$ cat config.mk
export PLATFORM = sky130hd
export DESIGN_NAME = crs_sequencer
export DESIGN_NICKNAME = d
export VERILOG_FILES = /design/src/verilog/crs_pkg.sv /design/src/verilog/crs_sequencer.sv /design/src/verilog/crs_addr_calc.sv /design/src/verilog/crs_sync.sv
export SDC_FILE = /design/constraint.sdc
export NUM_CORES = 1
export LEC_CHECK = 0
export BUFFER_PORTS_ARGS = -buffer_cell sky130_fd_sc_hd__buf_2
export CORE_MARGIN = 4
export CORE_UTILIZATION = 56
export CTS_BUF_LIST = sky130_fd_sc_hd__clkbuf_4
export DETAILED_ROUTE_END_ITERATION = 8
export PLACE_DENSITY_LB_ADDON = 0.2
export SLEW_MARGIN = 20
export SYNTH_ARGS = -nofsm -noshare
export SYNTH_HDL_FRONTEND = slang
export SYNTH_SLANG_ARGS = --single-unit
$ cat constraint.sdc
create_clock -name i_clk -period 2.7 [get_ports i_clk]
set_input_delay 0.135 -clock i_clk [delete_from_list [all_inputs] [get_ports i_clk]]
set_output_delay 0.135 -clock i_clk [all_outputs]
set_load 0.01 [all_outputs]
$ cat src/verilog/crs_pkg.sv
// Package of constants and types for the reset and interrupt sequencer
package crs_pkg;
  localparam logic [15:0] RESET_VEC_ADDR = 16'hFFFE;
  localparam logic [15:0] RESET_VEC_ADDR_LO = 16'hFFFF;
  localparam logic [2:0] RESET_FETCH_CYCLES = 3'h6;
  localparam logic [3:0] IRQ_SOURCES = 4'h8;
  localparam logic [15:0] VEC_TABLE_TOP = 16'hFFFC;
  localparam int CCR_MASK_BIT = 3;

  typedef enum logic [2:0] {
    MODE_NONE = 3'h0,
    MODE_INDEXED_LONG = 3'h1,
    MODE_STACK_SHORT = 3'h2,
    MODE_STACK_LONG = 3'h3
  } crs_mode_type;

  typedef enum logic [2:0] {
    ST_RESET = 3'h0,
    ST_VECTOR = 3'h1,
    ST_RUN = 3'h2,
    ST_STACK = 3'h3,
    ST_IVEC = 3'h4,
    ST_BKGD = 3'h5,
    ST_STOP = 3'h6
  } crs_state_type;

  typedef struct packed {
    logic [15:0] index_pair;
    logic [15:0] stack_ptr;
    logic [7:0] accumulator;
    logic [7:0] condition_code_register;
    logic [15:0] pc;
  } crs_regs_type;

  typedef struct packed {
    logic valid;
    logic [15:0] addr;
    logic [7:0] data;
    logic write;
  } crs_bus_type;
endpackage

$ cat src/verilog/crs_sequencer.sv
// Reset, interrupt and background sequencer of the core
// Operation
// - Indexed long mode address is the index pair plus a 16-bit offset.
// - Stack short mode address is the stack pointer plus an unsigned 8-bit offset.
// - Stack long mode address is the stack pointer plus a 16-bit offset.
// - Power-on, watchdog timeout and a low reset pin are reset causes.
// - A reset cause aborts the operation in progress immediately.
// - Reset ends only when source check is done and the pin is released.
// - After reset six cycles fetch the vector from the top two bytes.
// - An interrupt waits for the end of the current instruction.
// - Interrupt vector follows the highest priority pending request at entry.
// - Entry pushes pc low, pc high, index low, accumulator then ccr.
// - After stacking the interrupt mask bit in ccr is set.
// - A debug command during stop restarts clocks into background mode.
// - The background instruction halts user code into background mode.
// - Background exits only by reset or resume, single step or tagged resume.
`timescale 1ns/1ps
`default_nettype none
module crs_sequencer
  import crs_pkg::*;
(
  input wire logic i_clk, // Core clock 250 MHz
  input wire logic i_reset_n, // Synchronous reset, active low
  input wire logic i_power_on_reset, // Power-on reset event
  input wire logic i_watchdog_timeout, // Operating watchdog timeout
  input wire logic i_reset_pin_n, // External reset pin, active low
  input wire logic i_source_check_done, // Reset source determination finished
  input wire crs_regs_type i_regs, // Core registers at instruction end
  input wire logic i_instr_end, // Current instruction completes
  input wire logic i_enter_background_instruction_exec, // Background instruction executed
  input wire logic i_stop_mode, // Core is in stop mode
  input wire logic i_dbg_cmd, // Debug command received
  input wire logic i_resume_cmd, // Resume command
  input wire logic i_step_cmd, // Single step command
  input wire logic i_tagged_cmd, // Tagged resume command
  input wire logic [7:0] i_irq, // Interrupt requests, bit 0 highest
  input wire crs_mode_type i_mode, // Operand addressing mode
  input wire logic [15:0] i_offset, // Instruction offset
  input wire logic [7:0] i_rdata, // Memory read data
  output crs_bus_type o_bus, // Memory access
  output logic [15:0] o_operand_addr, // Computed operand address
  output logic [15:0] o_pc, // Program counter
  output logic [7:0] o_ccr, // Condition code register
  output logic o_running, // Executing user code
  output logic o_background, // Active background mode
  output logic o_clk_enable, // Core clocks running
  output logic o_core_reset // Core held in reset
);
  typedef struct packed {
    crs_state_type st;
    logic [2:0] cnt;
    logic [15:0] pc;
    logic [7:0] condition_code_register;
    logic [15:0] vec;
    crs_regs_type ctx;
    crs_bus_type bus;
    logic [15:0] oaddr;
    logic clk_en;
    logic step;
    logic running;
    logic bkgd;
    logic core_rst;
  } crs_state_all_type;

  crs_state_all_type s_q, s_d;
  logic pin_n_s, done_s, por_s, wdog_s, cause;
  logic [15:0] calc_addr;

  crs_sync u_sync_pin (.i_clk(i_clk), .i_d(i_reset_pin_n), .o_q(pin_n_s));
  crs_sync u_sync_done (.i_clk(i_clk), .i_d(i_source_check_done), .o_q(done_s));
  crs_sync u_sync_por (.i_clk(i_clk), .i_d(i_power_on_reset), .o_q(por_s));
  crs_sync u_sync_wdog (.i_clk(i_clk), .i_d(i_watchdog_timeout), .o_q(wdog_s));

  crs_addr_calc u_addr (
    .i_mode(i_mode),
    .i_index_pair(i_regs.index_pair),
    .i_stack_ptr(i_regs.stack_ptr),
    .i_offset(i_offset),
    .o_addr(calc_addr)
  );

  // Lowest set bit wins: bit 0 has highest priority
  function automatic logic [15:0] irq_vector(input logic [7:0] req);
    logic [15:0] v;
    v = VEC_TABLE_TOP;
    for (int i = 7; i >= 0; i--) begin
      if (req[i]) begin
        v = VEC_TABLE_TOP - {11'h000, 4'(i + 1), 1'b0};
      end
    end
    return v;
  endfunction

  function automatic crs_bus_type bus_op(input logic [15:0] a, input logic [7:0] d,
                                         input logic w);
    crs_bus_type b;
    b.valid = 1'b1;
    b.addr = a;
    b.data = d;
    b.write = w;
    return b;
  endfunction

  assign cause = por_s | wdog_s | ~pin_n_s;

  always_comb begin
    s_d = s_q;
    s_d.bus = '0;
    s_d.oaddr = calc_addr;
    // Single step returns to background after one instruction
    if (s_q.st == ST_BKGD && i_step_cmd) begin
      s_d.step = 1'b1;
    end else if (s_q.st == ST_RUN && i_instr_end) begin
      s_d.step = 1'b0;
    end
    case (s_q.st)
      ST_RESET: begin
        s_d.clk_en = 1'b1;
        s_d.cnt = 3'h0;
        if (done_s && pin_n_s && !cause) begin
          s_d.st = ST_VECTOR;
        end
      end
      ST_VECTOR: begin
        s_d.cnt = s_q.cnt + 3'h1;
        // Read data returns one cycle after the request leaves the bus register
        if (s_q.cnt == 3'h0) begin
          s_d.bus = bus_op(RESET_VEC_ADDR, 8'h00, 1'b0);
        end else if (s_q.cnt == 3'h1) begin
          s_d.bus = bus_op(RESET_VEC_ADDR_LO, 8'h00, 1'b0);
        end else if (s_q.cnt == 3'h2) begin
          s_d.pc[15:8] = i_rdata;
        end else if (s_q.cnt == 3'h3) begin
          s_d.pc[7:0] = i_rdata;
        end
        if (s_q.cnt == RESET_FETCH_CYCLES - 3'h1) begin
          s_d.st = ST_RUN;
        end
      end
      ST_RUN: begin
        if (i_instr_end) begin
          s_d.pc = i_regs.pc;
          s_d.condition_code_register = i_regs.condition_code_register;
          if (i_enter_background_instruction_exec) begin
            s_d.st = ST_BKGD;
          end else if (s_q.step) begin
            s_d.st = ST_BKGD;
          end else if ((|i_irq) && !i_regs.condition_code_register[CCR_MASK_BIT]) begin
            s_d.ctx = i_regs;
            s_d.vec = irq_vector(i_irq);
            s_d.cnt = 3'h0;
            s_d.st = ST_STACK;
          end else if (i_stop_mode) begin
            s_d.clk_en = 1'b0;
            s_d.st = ST_STOP;
          end
        end
      end
      ST_STACK: begin
        s_d.cnt = s_q.cnt + 3'h1;
        s_d.ctx.stack_ptr = s_q.ctx.stack_ptr - 16'h0001;
        case (s_q.cnt)
          3'h0: s_d.bus = bus_op(s_q.ctx.stack_ptr, s_q.ctx.pc[7:0], 1'b1);
          3'h1: s_d.bus = bus_op(s_q.ctx.stack_ptr, s_q.ctx.pc[15:8], 1'b1);
          3'h2: s_d.bus = bus_op(s_q.ctx.stack_ptr, s_q.ctx.index_pair[7:0], 1'b1);
          3'h3: s_d.bus = bus_op(s_q.ctx.stack_ptr, s_q.ctx.accumulator, 1'b1);
          default: begin
            s_d.bus = bus_op(s_q.ctx.stack_ptr, s_q.ctx.condition_code_register, 1'b1);
            s_d.condition_code_register[CCR_MASK_BIT] = 1'b1;
            s_d.cnt = 3'h0;
            s_d.st = ST_IVEC;
          end
        endcase
      end
      ST_IVEC: begin
        s_d.cnt = s_q.cnt + 3'h1;
        if (s_q.cnt == 3'h0) begin
          s_d.bus = bus_op(s_q.vec, 8'h00, 1'b0);
        end else if (s_q.cnt == 3'h1) begin
          s_d.bus = bus_op(s_q.vec + 16'h0001, 8'h00, 1'b0);
        end else if (s_q.cnt == 3'h2) begin
          s_d.pc[15:8] = i_rdata;
        end else if (s_q.cnt == 3'h3) begin
          s_d.pc[7:0] = i_rdata;
        end
        if (s_q.cnt == RESET_FETCH_CYCLES - 3'h1) begin
          s_d.st = ST_RUN;
        end
      end
      ST_BKGD: begin
        if (i_resume_cmd || i_step_cmd || i_tagged_cmd) begin
          s_d.st = ST_RUN;
        end
      end
      ST_STOP: begin
        if (i_dbg_cmd) begin
          s_d.clk_en = 1'b1;
          s_d.st = ST_BKGD;
        end else if (!i_stop_mode) begin
          s_d.clk_en = 1'b1;
          s_d.st = ST_RUN;
        end
      end
      default: s_d.st = ST_RESET;
    endcase
    if (cause) begin
      s_d.st = ST_RESET;
      s_d.bus = '0;
      s_d.cnt = 3'h0;
    end
    // Status outputs are registered copies of the next state
    s_d.running = (s_d.st == ST_RUN);
    s_d.bkgd = (s_d.st == ST_BKGD);
    s_d.core_rst = (s_d.st == ST_RESET);
  end

  always_ff @(posedge i_clk) begin
    if (!i_reset_n) begin
      s_q <= '0;
      // Reset leaves the state at RESET, so the core reset flag starts set
      s_q.core_rst <= 1'b1;
    end else begin
      s_q <= s_d;
    end
  end

  assign o_bus = s_q.bus;
  assign o_operand_addr = s_q.oaddr;
  assign o_pc = s_q.pc;
  assign o_ccr = s_q.condition_code_register;
  assign o_running = s_q.running;
  assign o_background = s_q.bkgd;
  assign o_clk_enable = s_q.clk_en;
  assign o_core_reset = s_q.core_rst;

  property p_abort;
    @(posedge i_clk) disable iff (!i_reset_n) cause |=> (s_q.st == ST_RESET);
  endproperty
  a_abort: assert property (p_abort) else $error("reset did not abort");

  property p_vec_fetch;
    @(posedge i_clk) disable iff (!i_reset_n)
      (s_q.st == ST_RESET && s_d.st == ST_VECTOR) |=> ##1 (o_bus.addr == RESET_VEC_ADDR);
  endproperty
  a_vec_fetch: assert property (p_vec_fetch) else $error("reset vector not fetched");

  property p_six;
    @(posedge i_clk) disable iff (!i_reset_n || cause)
      (s_q.st == ST_RESET && s_d.st == ST_VECTOR) |=> (s_q.st == ST_VECTOR) [*6] ##1 o_running;
  endproperty
  a_six: assert property (p_six) else $error("vector sequence not six cycles");

  property p_release;
    @(posedge i_clk) disable iff (!i_reset_n)
      (s_q.st == ST_RESET && !pin_n_s) |=> (s_q.st == ST_RESET);
  endproperty
  a_release: assert property (p_release) else $error("left reset with pin low");

  property p_mask;
    @(posedge i_clk) disable iff (!i_reset_n)
      (s_q.st == ST_STACK && s_d.st == ST_IVEC) |=> o_ccr[CCR_MASK_BIT];
  endproperty
  a_mask: assert property (p_mask) else $error("mask not set");

  property p_push_order;
    @(posedge i_clk) disable iff (!i_reset_n || cause)
      (s_q.st == ST_RUN && s_d.st == ST_STACK) |=>
        ##1 (o_bus.write && o_bus.data == $past(i_regs.pc[7:0], 2));
  endproperty
  a_push_order: assert property (p_push_order) else $error("pc low not first");

  property p_enter_background_instruction;
    @(posedge i_clk) disable iff (!i_reset_n || cause)
      (o_running && i_instr_end && i_enter_background_instruction_exec) |=> o_background;
  endproperty
  a_enter_background_instruction: assert property (p_enter_background_instruction) else $error("no background entry");

  property p_stay_bkgd;
    @(posedge i_clk) disable iff (!i_reset_n || cause)
      (o_background && !i_resume_cmd && !i_step_cmd && !i_tagged_cmd) |=> o_background;
  endproperty
  a_stay_bkgd: assert property (p_stay_bkgd) else $error("left background");

  property p_stop_dbg;
    @(posedge i_clk) disable iff (!i_reset_n || cause)
      (s_q.st == ST_STOP && i_dbg_cmd) |=> (o_background && o_clk_enable);
  endproperty
  a_stop_dbg: assert property (p_stop_dbg) else $error("stop debug wake failed");

  property p_vec_lo;
    @(posedge i_clk) disable iff (!i_reset_n || cause)
      (s_q.st == ST_RESET && s_d.st == ST_VECTOR) |=> ##2 (o_bus.addr == RESET_VEC_ADDR_LO);
  endproperty
  a_vec_lo: assert property (p_vec_lo) else $error("reset vector low byte not fetched");

  property p_return_pc;
    @(posedge i_clk) disable iff (!i_reset_n || cause)
      (o_running && i_instr_end) |=> (o_pc == $past(i_regs.pc));
  endproperty
  a_return_pc: assert property (p_return_pc) else $error("return point not kept");

  property p_masked;
    @(posedge i_clk) disable iff (!i_reset_n || cause)
      (o_running && i_instr_end && i_regs.condition_code_register[CCR_MASK_BIT]) |=> (s_q.st != ST_STACK);
  endproperty
  a_masked: assert property (p_masked) else $error("masked request was taken");
endmodule
`default_nettype wire

$ cat src/verilog/crs_addr_calc.sv
// Operand address generation for indexed and stack relative modes
`timescale 1ns/1ps
`default_nettype none
module crs_addr_calc
  import crs_pkg::*;
(
  input wire crs_mode_type i_mode, // Addressing mode
  input wire logic [15:0] i_index_pair, // Index pair value
  input wire logic [15:0] i_stack_ptr, // Stack pointer
  input wire logic [15:0] i_offset, // Instruction offset
  output logic [15:0] o_addr // Operand address
);
  always_comb begin
    case (i_mode)
      MODE_INDEXED_LONG: o_addr = i_index_pair + i_offset;
      MODE_STACK_SHORT: o_addr = i_stack_ptr + {8'h00, i_offset[7:0]};
      MODE_STACK_LONG: o_addr = i_stack_ptr + i_offset;
      default: o_addr = 16'h0000;
    endcase
  end
endmodule
`default_nettype wire

$ cat src/verilog/crs_sync.sv
// Two flip-flop synchroniser for pin inputs
`timescale 1ns/1ps
`default_nettype none
module crs_sync (
  input wire logic i_clk, // Core clock
  input wire logic i_d, // Asynchronous input
  output logic o_q // Synchronised level
);
  logic meta_q;
  always_ff @(posedge i_clk) begin
    meta_q <= i_d;
    o_q <= meta_q;
  end
endmodule
`default_nettype wire

==> results.sh, run 1 <==
export IMPL_synthArstFlopShare_pct=0
export IMPL_tightest_slew_ns=1.06
export IMPL_die_area_mm2=0.0162
export IMPL_maxCapViolCount=0
export IMPL_ys_flop_type="dfxtp_1"
export IMPL_grt_first_pass_wirelength_um=38600
export IMPL_final_cell_mix="buf_2, nand2_1, dfxtp_1"
export IMPL_die_h_um=127
export IMPL_vias_per_cell=5.86
export IMPL_die_x_um=127
export IMPL_p_clk_share_pct=32.6
export IMPL_clock_sinks=146
export IMPL_synth_area_leaders="dfxtp_1, nand2_1, a21oi_1, buf_4, ha_1"
export IMPL_clock_root_buffer="clkbuf_4"
export IMPL_seqPwrFrac_pct=51.6
export IMPL_syn_avg_cell_area_um2=8.10
export IMPL_switching_share_pct=29.2
export IMPL_grt_ovfl_total=0
export IMPL_status="completed"
export IMPL_critPathKind="input port to register"
export IMPL_setup_tns_ns=0
export IMPL_setup_violations=0
export IMPL_initial_core_util_pct=57.3
export IMPL_cp_end_kind="register"
export IMPL_clockBufferDepth=2
export IMPL_synth_edff_count=0
export IMPL_firstDrtPassIters=7
export IMPL_grt_pass1_vias=7935
export IMPL_io_pins=182
export IMPL_synth_top_cell_by_area="dfxtp_1"
export IMPL_timing_final_crit_share_pct=90.5
export IMPL_leakage_nw=4.02
export IMPL_post_route_min_period_ns=2.44
export IMPL_ir_drop_mv=0.299
export IMPL_fillers=1200
export IMPL_total_power_mw=4.23
export IMPL_drive_gt1_share_pct=21.4
export IMPL_r2r_cells=5
export IMPL_min_path_type="input port to register"
export IMPL_r2r_end="o_pc[3]"
export IMPL_htree_levels=4
export IMPL_timing_fmax_ghz=0.409
export IMPL_cts_tree="done"
export IMPL_ys_seq_elements=146
export IMPL_dr_first_iter_drc_count=732
export IMPL_nets=1311
export IMPL_syn_inst=986
export IMPL_synth_cell_types=79
export IMPL_antenna_found_initial=0
export IMPL_crit_path_start_kind="input port"
export IMPL_core_area_mm2=0.0139
export IMPL_drt_wl_total_um=23800
export IMPL_crit_path_end="o_operand_addr[13]"
export IMPL_synth_seq_area_share_pct=36.6
export IMPL_drc=0
export IMPL_hold_slack_ns=0.0264
export IMPL_grt_usage_pct=29.2
export IMPL_layout_commonest_cell="buf_2"
export IMPL_synth_top_area_share_pct=36.6
export IMPL_startpoint="i_mode[2]"
export IMPL_ant_nets=0
export IMPL_port_buffers=181
export IMPL_num_vias=7939
export IMPL_required_ns=3.16
export IMPL_synth_nets=1136
export IMPL_avgRoutedWirePerCell_um=17.6
export IMPL_clock_latency_ns=0.58
export IMPL_grt_max_degree=44
export IMPL_area_delta_synth_final_pct=19.8
export IMPL_diodes=0
export IMPL_combPwrFrac_pct=15.8
export IMPL_num_rows=43
export IMPL_rsz0062_at_grt="false"
export IMPL_hpwl_um=17000
export IMPL_path_clk_slew_ns=0.13
export IMPL_ys_warn_count=0
export IMPL_power_density_mw_per_mm2=442
export IMPL_hold_viol=0
export IMPL_setup_ws_ns=0.258
export IMPL_gp_congestion=0.914
export IMPL_slew_viol_final=0
export IMPL_clock_skew_ns=0.0294
export IMPL_worstPathArrival_ns=2.90
export IMPL_crit_fanout=9
export IMPL_regToRegSetupSlack_ns=0.26
export IMPL_slew_limit_headroom_pct=29.1
export IMPL_p_int_mw=2.99
export IMPL_dpl_worst_slack_ns=0.269
export IMPL_syn_cell_area_mm2=0.00799
export IMPL_numCtsBuffers=17
export IMPL_switchingPower_mw=1.24
export IMPL_worstReg2RegStart="s_q[156]"
power groups by stage:
stage	Combinational, mW	Sequential, mW	Clock [mW]
5_1_grt	0.730	2.19	1.50
3_5_place_dp	0.562	2.23	0
6_report	0.667	2.18	1.38
3_3_place_gp	0.559	2.23	0
2_1_floorplan	0.362	2.23	0
4_1_cts	0.653	2.18	1.40
through the flow:
step | cell area, µm² | std cells | utilization, %
after CTS | 9570 | 1354 | 68.7
after global routing | 9570 | 1354 | 68.7
final | 9570 | 1354 | 68.7
after detailed placement | 8510 | 1243 | 61.0
after floorplan | 7990 | 986 | -
after global placement | 8510 | 1243 | 61.0
registers in the layout (all words and copies together), names as in the netlist, 8 cells and up:
| name | cells |
|---|---|
| o_bus | 26 |
| o_operand_addr | 16 |
| o_ccr | 8 |
| o_pc | 16 |
| s_q | 68 |
how the worst min path moves through the flow:
stage	startpoint	end	slack (ns)	depth (start not counted)
2_1_floorplan	i_source_check_done	u_sync_done.meta_q	0.16	0
3_3_place_gp	i_watchdog_timeout	u_sync_wdog.meta_q	0.24	1
3_5_place_dp	i_power_on_reset	u_sync_por.meta_q	0.24	1
4_1_cts	i_mode[1]	o_operand_addr[1]	0.002	5
5_1_grt	i_tagged_cmd	s_q[154]	0.05	4
6_report	i_tagged_cmd	s_q[154]	0.03	4
critical path, stage by stage:
cell and delay, ns:
dlygate4sd3_1 0.53, buf_2 0.13, nor2b_1 0.36, buf_4 0.25
and3_1 0.17, ha_1 0.30, a21oi_1 0.16, o21ai_0 0.16
nand3_1 0.12, o2111ai_1 0.15, xnor2_1 0.30, o211ai_1 0.14
area by class of cell:
cell class / count / area, µm² / area share [%]
multi-input cells: 701 / 4260 / 44.5
flip-flops and latches: 146 / 2920 / 30.5
repair buffers: 275 / 1810 / 18.9
well taps: 180 / 225 / 2.35
clock buffers: 20 / 150 / 1.57
clock inverters: 12 / 125 / 1.31
inverters: 20 / 75.1 / 0.784
per-layer routing:
metal / wire, µm / global-route usage (%) / vias to the layer above
li1: - / - / 3818
met1: 9510 / 35.3 / 3721
met2: 11900 / 51.3 / 338
met3: 1620 / 4.39 / 62
met4: 775 / 12.7 / 0
met5: 0 / 0 / -
cells in the mapped netlist (all sizes together) (15+ instances only):
cell type / count
clkbuf: 30
a21oi: 106
inv: 19
dfxtp: 146
o21ai: 35
a211oi: 22
nand2: 157
and3: 15
buf: 89
nor2: 89
ha: 36
nor3: 15
a22oi: 23
kinds of logic after synthesis:
logic type | after synthesis | synth area share, %
AO/OA/AOI/OAI | 295 | 24.5
XOR/XNOR | 24 | 2.63
adder cells (fa/ha/maj) | 38 | 6.14
buffers and inverters | 139 | 10.1
flip-flops | 146 | 36.6
multiplexers | 4 | 0.501
AND/OR/NAND/NOR | 340 | 19.6
what timing repair did:
item,CTS,global route
hold endpoints to repair,90,0
gates resized for setup,0,0
setup buffers,0,0
hold buffers,79,0
No activity file was read; power rests on OpenSTA's default activity.
==> run 2: changes to the inputs <==
--- a/config.mk
+++ b/config.mk
@@ -7,7 +7,7 @@
 export LEC_CHECK = 0
 export BUFFER_PORTS_ARGS = -buffer_cell sky130_fd_sc_hd__buf_2
 export CORE_MARGIN = 4
-export CORE_UTILIZATION = 56
+export CORE_UTILIZATION = 35
 export CTS_BUF_LIST = sky130_fd_sc_hd__clkbuf_4
 export DETAILED_ROUTE_END_ITERATION = 8
 export PLACE_DENSITY_LB_ADDON = 0.2
==> run 2 against run 1 <==
  * Count of clock-buffer cells in the layout decreased by 3
  * Via count is 1.7% lower
  * Core utilization decreased by 25 points
  * First-iteration DRC count is 25% lower
  * Clock skew is 0.0029 ns lower
  * Final cell count is 8.3% higher
  * Critical path depth shrank 4
  * Design area up 2.4%
  * Power grew 0.74%
  * Critical endpoint is now s_q[115]
==> results.sh, run 2 (same netlist as run 1, synthesis figures left out) <==
export IMPL_final_seq_area_mm2=0.00293
export IMPL_die_x_um=159
export IMPL_clock_root_buffer="clkbuf_4"
export IMPL_layout_commonest_cell="buf_2"
export IMPL_antenna_found_initial=2
export IMPL_min_path_type="input port to register"
export IMPL_leakage_nw=4.06
export IMPL_final_cell_mix="buf_2, nand2_1, dfxtp_1"
export IMPL_post_cts_setup_buffer_count=0
export IMPL_ant_nets=0
export IMPL_largest_register_ff_count=68
export IMPL_area_delta_synth_final_pct=22.7
export IMPL_numCtsBuffers=17
export IMPL_grt_usage_pct=19.8
export IMPL_dp_cells=1352
export IMPL_grt_first_pass_wirelength_um=41300
export IMPL_timing_fmax_ghz=0.402
export IMPL_setup_ws_ns=0.211
export IMPL_drt_wl_total_um=25400
export IMPL_crit_path_start_kind="register"
export IMPL_clockBufferDepth=2
export IMPL_initial_core_util_pct=35.4
export IMPL_die_area_mm2=0.0253
export IMPL_cp_end_kind="register"
export IMPL_setup_tns_ns=0
export IMPL_gp_congestion=0.891
export IMPL_nets=1318
export IMPL_crit_fanout=11
export IMPL_drc=0
export IMPL_setup_violations=0
export IMPL_dpl_worst_slack_ns=0.377
export IMPL_avgRoutedWirePerCell_um=17.3
export IMPL_slew_viol_final=0
export IMPL_clock_skew_ns=0.0266
export IMPL_timing_final_crit_share_pct=92.2
export IMPL_required_ns=3.22
export IMPL_slew_limit_headroom_pct=29.8
export IMPL_grt_max_degree=41
export IMPL_io_pins=182
export IMPL_power_density_mw_per_mm2=435
export IMPL_dr_first_iter_drc_count=551
export IMPL_num_rows=55
export IMPL_port_buffers=181
export IMPL_clock_sinks=146
export IMPL_final_cells=1467
export IMPL_tightest_slew_ns=1.05
export IMPL_multi_input_area_mm2=0.00428
export IMPL_drive_gt1_share_pct=21.9
export IMPL_grt_ovfl_total=0
export IMPL_num_vias=7802
export IMPL_post_route_min_period_ns=2.49
export IMPL_vias_per_cell=5.32
export IMPL_maxCapViolCount=0
export IMPL_cts_tree="done"
export IMPL_worstPathArrival_ns=3.01
export IMPL_die_h_um=159
export IMPL_htree_levels=4
export IMPL_grt_pass1_vias=7771
export IMPL_hpwl_um=18900
export IMPL_rsz0062_at_grt="false"
export IMPL_status="completed"
export IMPL_hold_viol=0
export IMPL_critPathKind="register to register"
export IMPL_clock_latency_ns=0.58
export IMPL_regMostFlops="s_q"
export IMPL_core_area_mm2=0.0226
export IMPL_path_clk_slew_ns=0.15
export IMPL_fillers=2349
export IMPL_firstDrtPassIters=5
export IMPL_ir_drop_mv=0.209
## run 2: changes by cell type in the layout (fill, tap and decap cells not counted), moves of 2 or more
cell / delta
buf_4: +3
clkbuf_4: -3
dfxtp_1: -2
dfxtp_2: +2
dlygate4sd3_1: +3
inv_8: +6
## run 2: metal layers
metal	routed length (µm)	track usage [%]	vias up	part of all wire (%)
met5	8	0	-	0.032
met4	330	4.77	2	1.3
met3	1510	4.43	19	5.9
met2	12200	33.4	256	48
met1	11300	26.0	3675	45
li1	-	-	3850	-
## run 2: repair_timing
| action | CTS | global route |
|---|---|---|
| hold endpoints to repair | 92 | 0 |
| hold buffers | 82 | 0 |
| endpoints found under the setup margin | 0 | 1 |
| gates resized for setup | 0 | 3 |
## run 2: area by class of cell
type	instances	area share, %
clock inverter	15	1.61
sequential	146	29.8
antenna	1	0.0255
tap	285	3.64
timing repair buffer	282	19.2
clock buffer	17	1.30
inverter	20	0.766
multi-input combinational	701	43.6
## run 2: through the flow
stage / util [%] / area [µm²] / hold WS [ns] / total power, mW
floorplan: - / 7990 / 0.163 / 2.59
global placement: 38.5 / 8680 / 0.238 / 2.82
detailed placement: 38.5 / 8680 / 0.239 / 2.82
CTS: 43.4 / 9790 / 0.0246 / 4.32
global route: 43.4 / 9800 / 0.0373 / 4.49
finish: 43.4 / 9800 / 0.0668 / 4.26
## run 2: report_power, final
group          switching, mW  leakage, nW  internal [mW]
Sequential           0.00809         1.18           2.18
Combinational          0.363         2.73          0.315
Clock                  0.970        0.147          0.425
Total                   1.34         4.06           2.92
## run 2: path summary, 6_finish.rpt
kind,startpoint,end,slack [ns],depth (start not counted)
worst max-delay path,s_q[156],s_q[115],0.21,8
worst min-delay path,i_tagged_cmd,s_q[154],0.07,4
worst max register to register,s_q[156],s_q[115],0.21,8
worst min register to register,u_sync_wdog.meta_q,u_sync_wdog.o_q,0.34,0
## run 2: worst max-delay path, cell delays in order, from the launching register on
cell and delay, ns:
dfxtp_2 0.41, buf_4 0.18, and2b_1 0.27, nand2_1 0.12, nor3_2 0.16, nand2_1 0.07
dlygate4sd3_1 0.55, a21oi_1 0.13, dlygate4sd3_1 0.56
==> run 3: changes to the inputs <==
--- a/config.mk
+++ b/config.mk
@@ -14,4 +14,5 @@
 export SLEW_MARGIN = 20
 export SYNTH_ARGS = -nofsm -noshare
 export SYNTH_HDL_FRONTEND = slang
+export SYNTH_HIERARCHICAL = 1
 export SYNTH_SLANG_ARGS = --single-unit
==> run 3 against run 2 <==
  * Sequential share of layout area hardly changed
  * Combinational power is 8.3% higher
  * Area after synthesis is 0.60% lower
  * Synthesized cell count is 2.7% lower
  * Die area is 0.57% lower
  * Core utilization is 0.93 points higher
  * Largest power group unchanged
==> results.sh, run 3 <==
export IMPL_synth_top_area_share_pct=36.8
export IMPL_syn_cell_area_mm2=0.00794
export IMPL_rsz0062_at_grt="false"
export IMPL_synthArstFlopShare_pct=0
export IMPL_final_cell_mix="buf_2, nand2_1, dfxtp_1"
export IMPL_nets=1288
export IMPL_synth_cell_types=74
export IMPL_power_density_mw_per_mm2=456
export IMPL_critical_path_top_delay_family="compound AO/OA/AOI/OAI gates"
export IMPL_fillers=2221
export IMPL_worstReg2RegStart="s_q[152]"
export IMPL_tightest_slew_ns=1.07
export IMPL_largest_register_ff_count=68
export IMPL_ant_nets=0
export IMPL_num_rows=54
export IMPL_post_cts_setup_buffer_count=0
export IMPL_port_buffers=181
export IMPL_hold_viol=0
export IMPL_clock_latency_ns=0.55
export IMPL_r2r_end="o_bus[20]"
export IMPL_syn_inst=959
export IMPL_combPwrFrac_pct=16.4
export IMPL_placed_area_mm2=0.00871
export IMPL_avgRoutedWirePerCell_um=17.6
export IMPL_worst_path_buf_inv=2
export IMPL_synth_nets=1106
export IMPL_worstPathArrival_ns=3.01
export IMPL_grt_pass1_vias=7319
export IMPL_io_pins=182
export IMPL_slowest_stage="dlygate4sd3_1"
export IMPL_seqPwrFrac_pct=49.0
export IMPL_core_area_mm2=0.0221
export IMPL_r2r_cells=6
export IMPL_cts_repair_resized=0
export IMPL_syn_avg_cell_area_um2=8.28
export IMPL_vias_per_cell=5.26
export IMPL_ys_seq_elements=146
export IMPL_leakage_nw=4.00
export IMPL_crit_path_start_kind="input port"
export IMPL_min_path_type="input port to register"
export IMPL_total_power_mw=4.47
export IMPL_p_clk_share_pct=34.6
export IMPL_die_area_mm2=0.0252
export IMPL_clock_sinks=146
export IMPL_htree_levels=4
export IMPL_slew_viol_final=0
export IMPL_regToRegSetupSlack_ns=0.21
export IMPL_cts_tree="done"
export IMPL_switchingPower_mw=1.35
export IMPL_synth_commonest_cells="nand2_1, dfxtp_1, a21oi_1"
export IMPL_synth_seq_area_share_pct=36.8
export IMPL_ir_drop_mv=0.237
export IMPL_synth_area_leaders="dfxtp_1, nand2_1, a21oi_1, buf_4, ha_1"
export IMPL_drc=0
export IMPL_dp_cells=1325
export IMPL_final_cells=1435
export IMPL_clock_root_buffer="clkbuf_4"
export IMPL_maxCapViolCount=0
export IMPL_status="completed"
export IMPL_p_int_mw=3.12
export IMPL_switching_share_pct=30.2
export IMPL_final_util_pct=44.4
export IMPL_timing_fmax_ghz=0.392
export IMPL_path_cells="dlygate4sd3_1 > buf_2 > mux2_2 > ha_1 > fa_1 > a21oi_1 > o22ai_1 > o31ai_2 > o21ai_0 > xnor2_1 > o22ai_1 > and2_1"
export IMPL_antenna_found_initial=2
export IMPL_stdcell_area_mm2=0.00980
export IMPL_ys_warn_count=6
export IMPL_initial_core_util_pct=35.9
export IMPL_grt_ovfl_total=0
export IMPL_hold_depth=3
export IMPL_setup_violations=0
export IMPL_ys_flop_type="dfxtp_1"
export IMPL_cpPeakStageDelay_ns=0.54
export IMPL_die_h_um=159
export IMPL_gp_congestion=0.866
export IMPL_drive_gt1_share_pct=23.5
export IMPL_die_x_um=159
export IMPL_slew_limit_headroom_pct=28.8
export IMPL_hp_start="i_irq[2]"
export IMPL_synth_most_common_cell="nand2_1"
export IMPL_cp_common_cell="o22ai_1"
export IMPL_hold_end="s_q[113]"
export IMPL_synth_top_cell_by_area="dfxtp_1"
export IMPL_crit_fanout=3
export IMPL_numCtsBuffers=17
export IMPL_synth_edff_count=0
export IMPL_critPathKind="input port to register"
export IMPL_dr_first_iter_drc_count=772
export IMPL_area_delta_synth_final_pct=23.4
export IMPL_grt_max_degree=58
export IMPL_firstDrtPassIters=6
export IMPL_drt_wl_total_um=25200
export IMPL_grt_first_pass_wirelength_um=39400
export IMPL_num_vias=7547
export IMPL_clockBufferDepth=2
export IMPL_post_route_min_period_ns=2.55
export IMPL_required_ns=3.16
export IMPL_cp_end_kind="register"
export IMPL_regMostFlops="s_q"
export IMPL_timing_final_crit_share_pct=94.5
export IMPL_layout_commonest_cell="buf_2"
export IMPL_grt_usage_pct=19.7
export IMPL_clock_skew_ns=0.0188
export IMPL_path_clk_slew_ns=0.14
export IMPL_hpwl_um=18100
[run 3: changes by cell type after synthesis, sizes merged, moves of 6 or more]
cell,previous run,this run
nor2,89,70
and2,5,20
mux2,0,15
o22ai,8,22
a22oi,23,10
o21ai,35,22
a211oi,22,10
and3,15,6
nor3,15,24
a21o,14,6
a222oi,8,16
clkbuf,30,37
a31oi,12,6
buf,89,83
[run 3: repair_timing]
action | 4_1_cts | 5_1_grt
endpoints found under the hold margin | 92 | 0
setup endpoints to repair | 0 | 0
hold buffers | 77 | 0
[run 3: cell type report]
type                    count  area [µm²]  area share, %
diodes                      1        2.50         0.0255
clock buffers              17         128           1.30
clock inverters            15         185           1.89
inverters                  22        82.6          0.843
multi-input cells         671        4240           43.3
flip-flops and latches    146        2920           29.8
well taps                 280         350           3.57
repair buffers            283        1890           19.3
[run 3: per-layer routing]
layer,GRT usage [%],part of all wire [%]
met2,30.7,46
met1,27.7,47
met4,5.20,1.3
met5,0,0.032
met3,4.24,6.2
[run 3: worst max path at each step]
| stage | start | endpoint | slack [ns] | depth (start not counted) |
|---|---|---|---|---|
| 5_1_grt | s_q[152] | o_bus[20] | 0.001 | 6 |
| 3_5_place_dp | i_mode[2] | o_operand_addr[12] | -0.04 | 12 |
| 2_1_floorplan | i_mode[2] | o_operand_addr[12] | 0.08 | 12 |
| 6_report | i_regs[48] | o_operand_addr[12] | 0.15 | 12 |
| 4_1_cts | s_q[152] | o_bus[20] | 0.19 | 6 |
| 3_3_place_gp | i_mode[2] | o_operand_addr[12] | -0.01 | 12 |
[run 3: logic make-up (layout without fill, tap and decap cells)]
family / Yosys count / after routing / share of synthesized area, %
xor gates and xnor gates: 27 / 27 / 2.98
DFF: 146 / 146 / 36.8
and+or+nand+nor: 325 / 325 / 18.9
muxes: 18 / 18 / 2.50
adders and majority gates: 35 / 35 / 5.70
AOI/OAI and AO/OA: 266 / 266 / 23.0
other: 0 / 1 / 0
buffers and inverters: 142 / 337 / 10.1
[run 3: power by group through the flow]
stage | Sequential [mW] | Combinational, mW | Clock (mW)
floorplan | 2.23 | 0.406 | 0
global placement | 2.24 | 0.634 | 0
detailed placement | 2.24 | 0.633 | 0
CTS | 2.19 | 0.724 | 1.61
global route | 2.19 | 0.799 | 1.71
finish | 2.19 | 0.734 | 1.55
[run 3: worst reg2reg max path: cells and delay by family, from the launching register on]
| family | cells | cell delay [ns] |
|---|---|---|
| adder cells (fa/ha/maj) | 1 | 0.29 |
| buffers and inverters | 1 | 0.08 |
| AO/OA/AOI/OAI | 3 | 1.38 |
| flip-flops | 1 | 0.40 |
| AND/OR/NAND/NOR | 1 | 0.19 |
[run 3: stage by stage]
step           setup TNS [ns]  setup WS, ns  hold WS, ns
3_5_place_dp          -0.0895       -0.0426        0.239
5_1_grt                     0       0.00148       0.0128
2_1_floorplan               0        0.0792        0.163
6_report                    0         0.148       0.0488
3_3_place_gp          -0.0146       -0.0146        0.238
4_1_cts                     0         0.192      0.00386
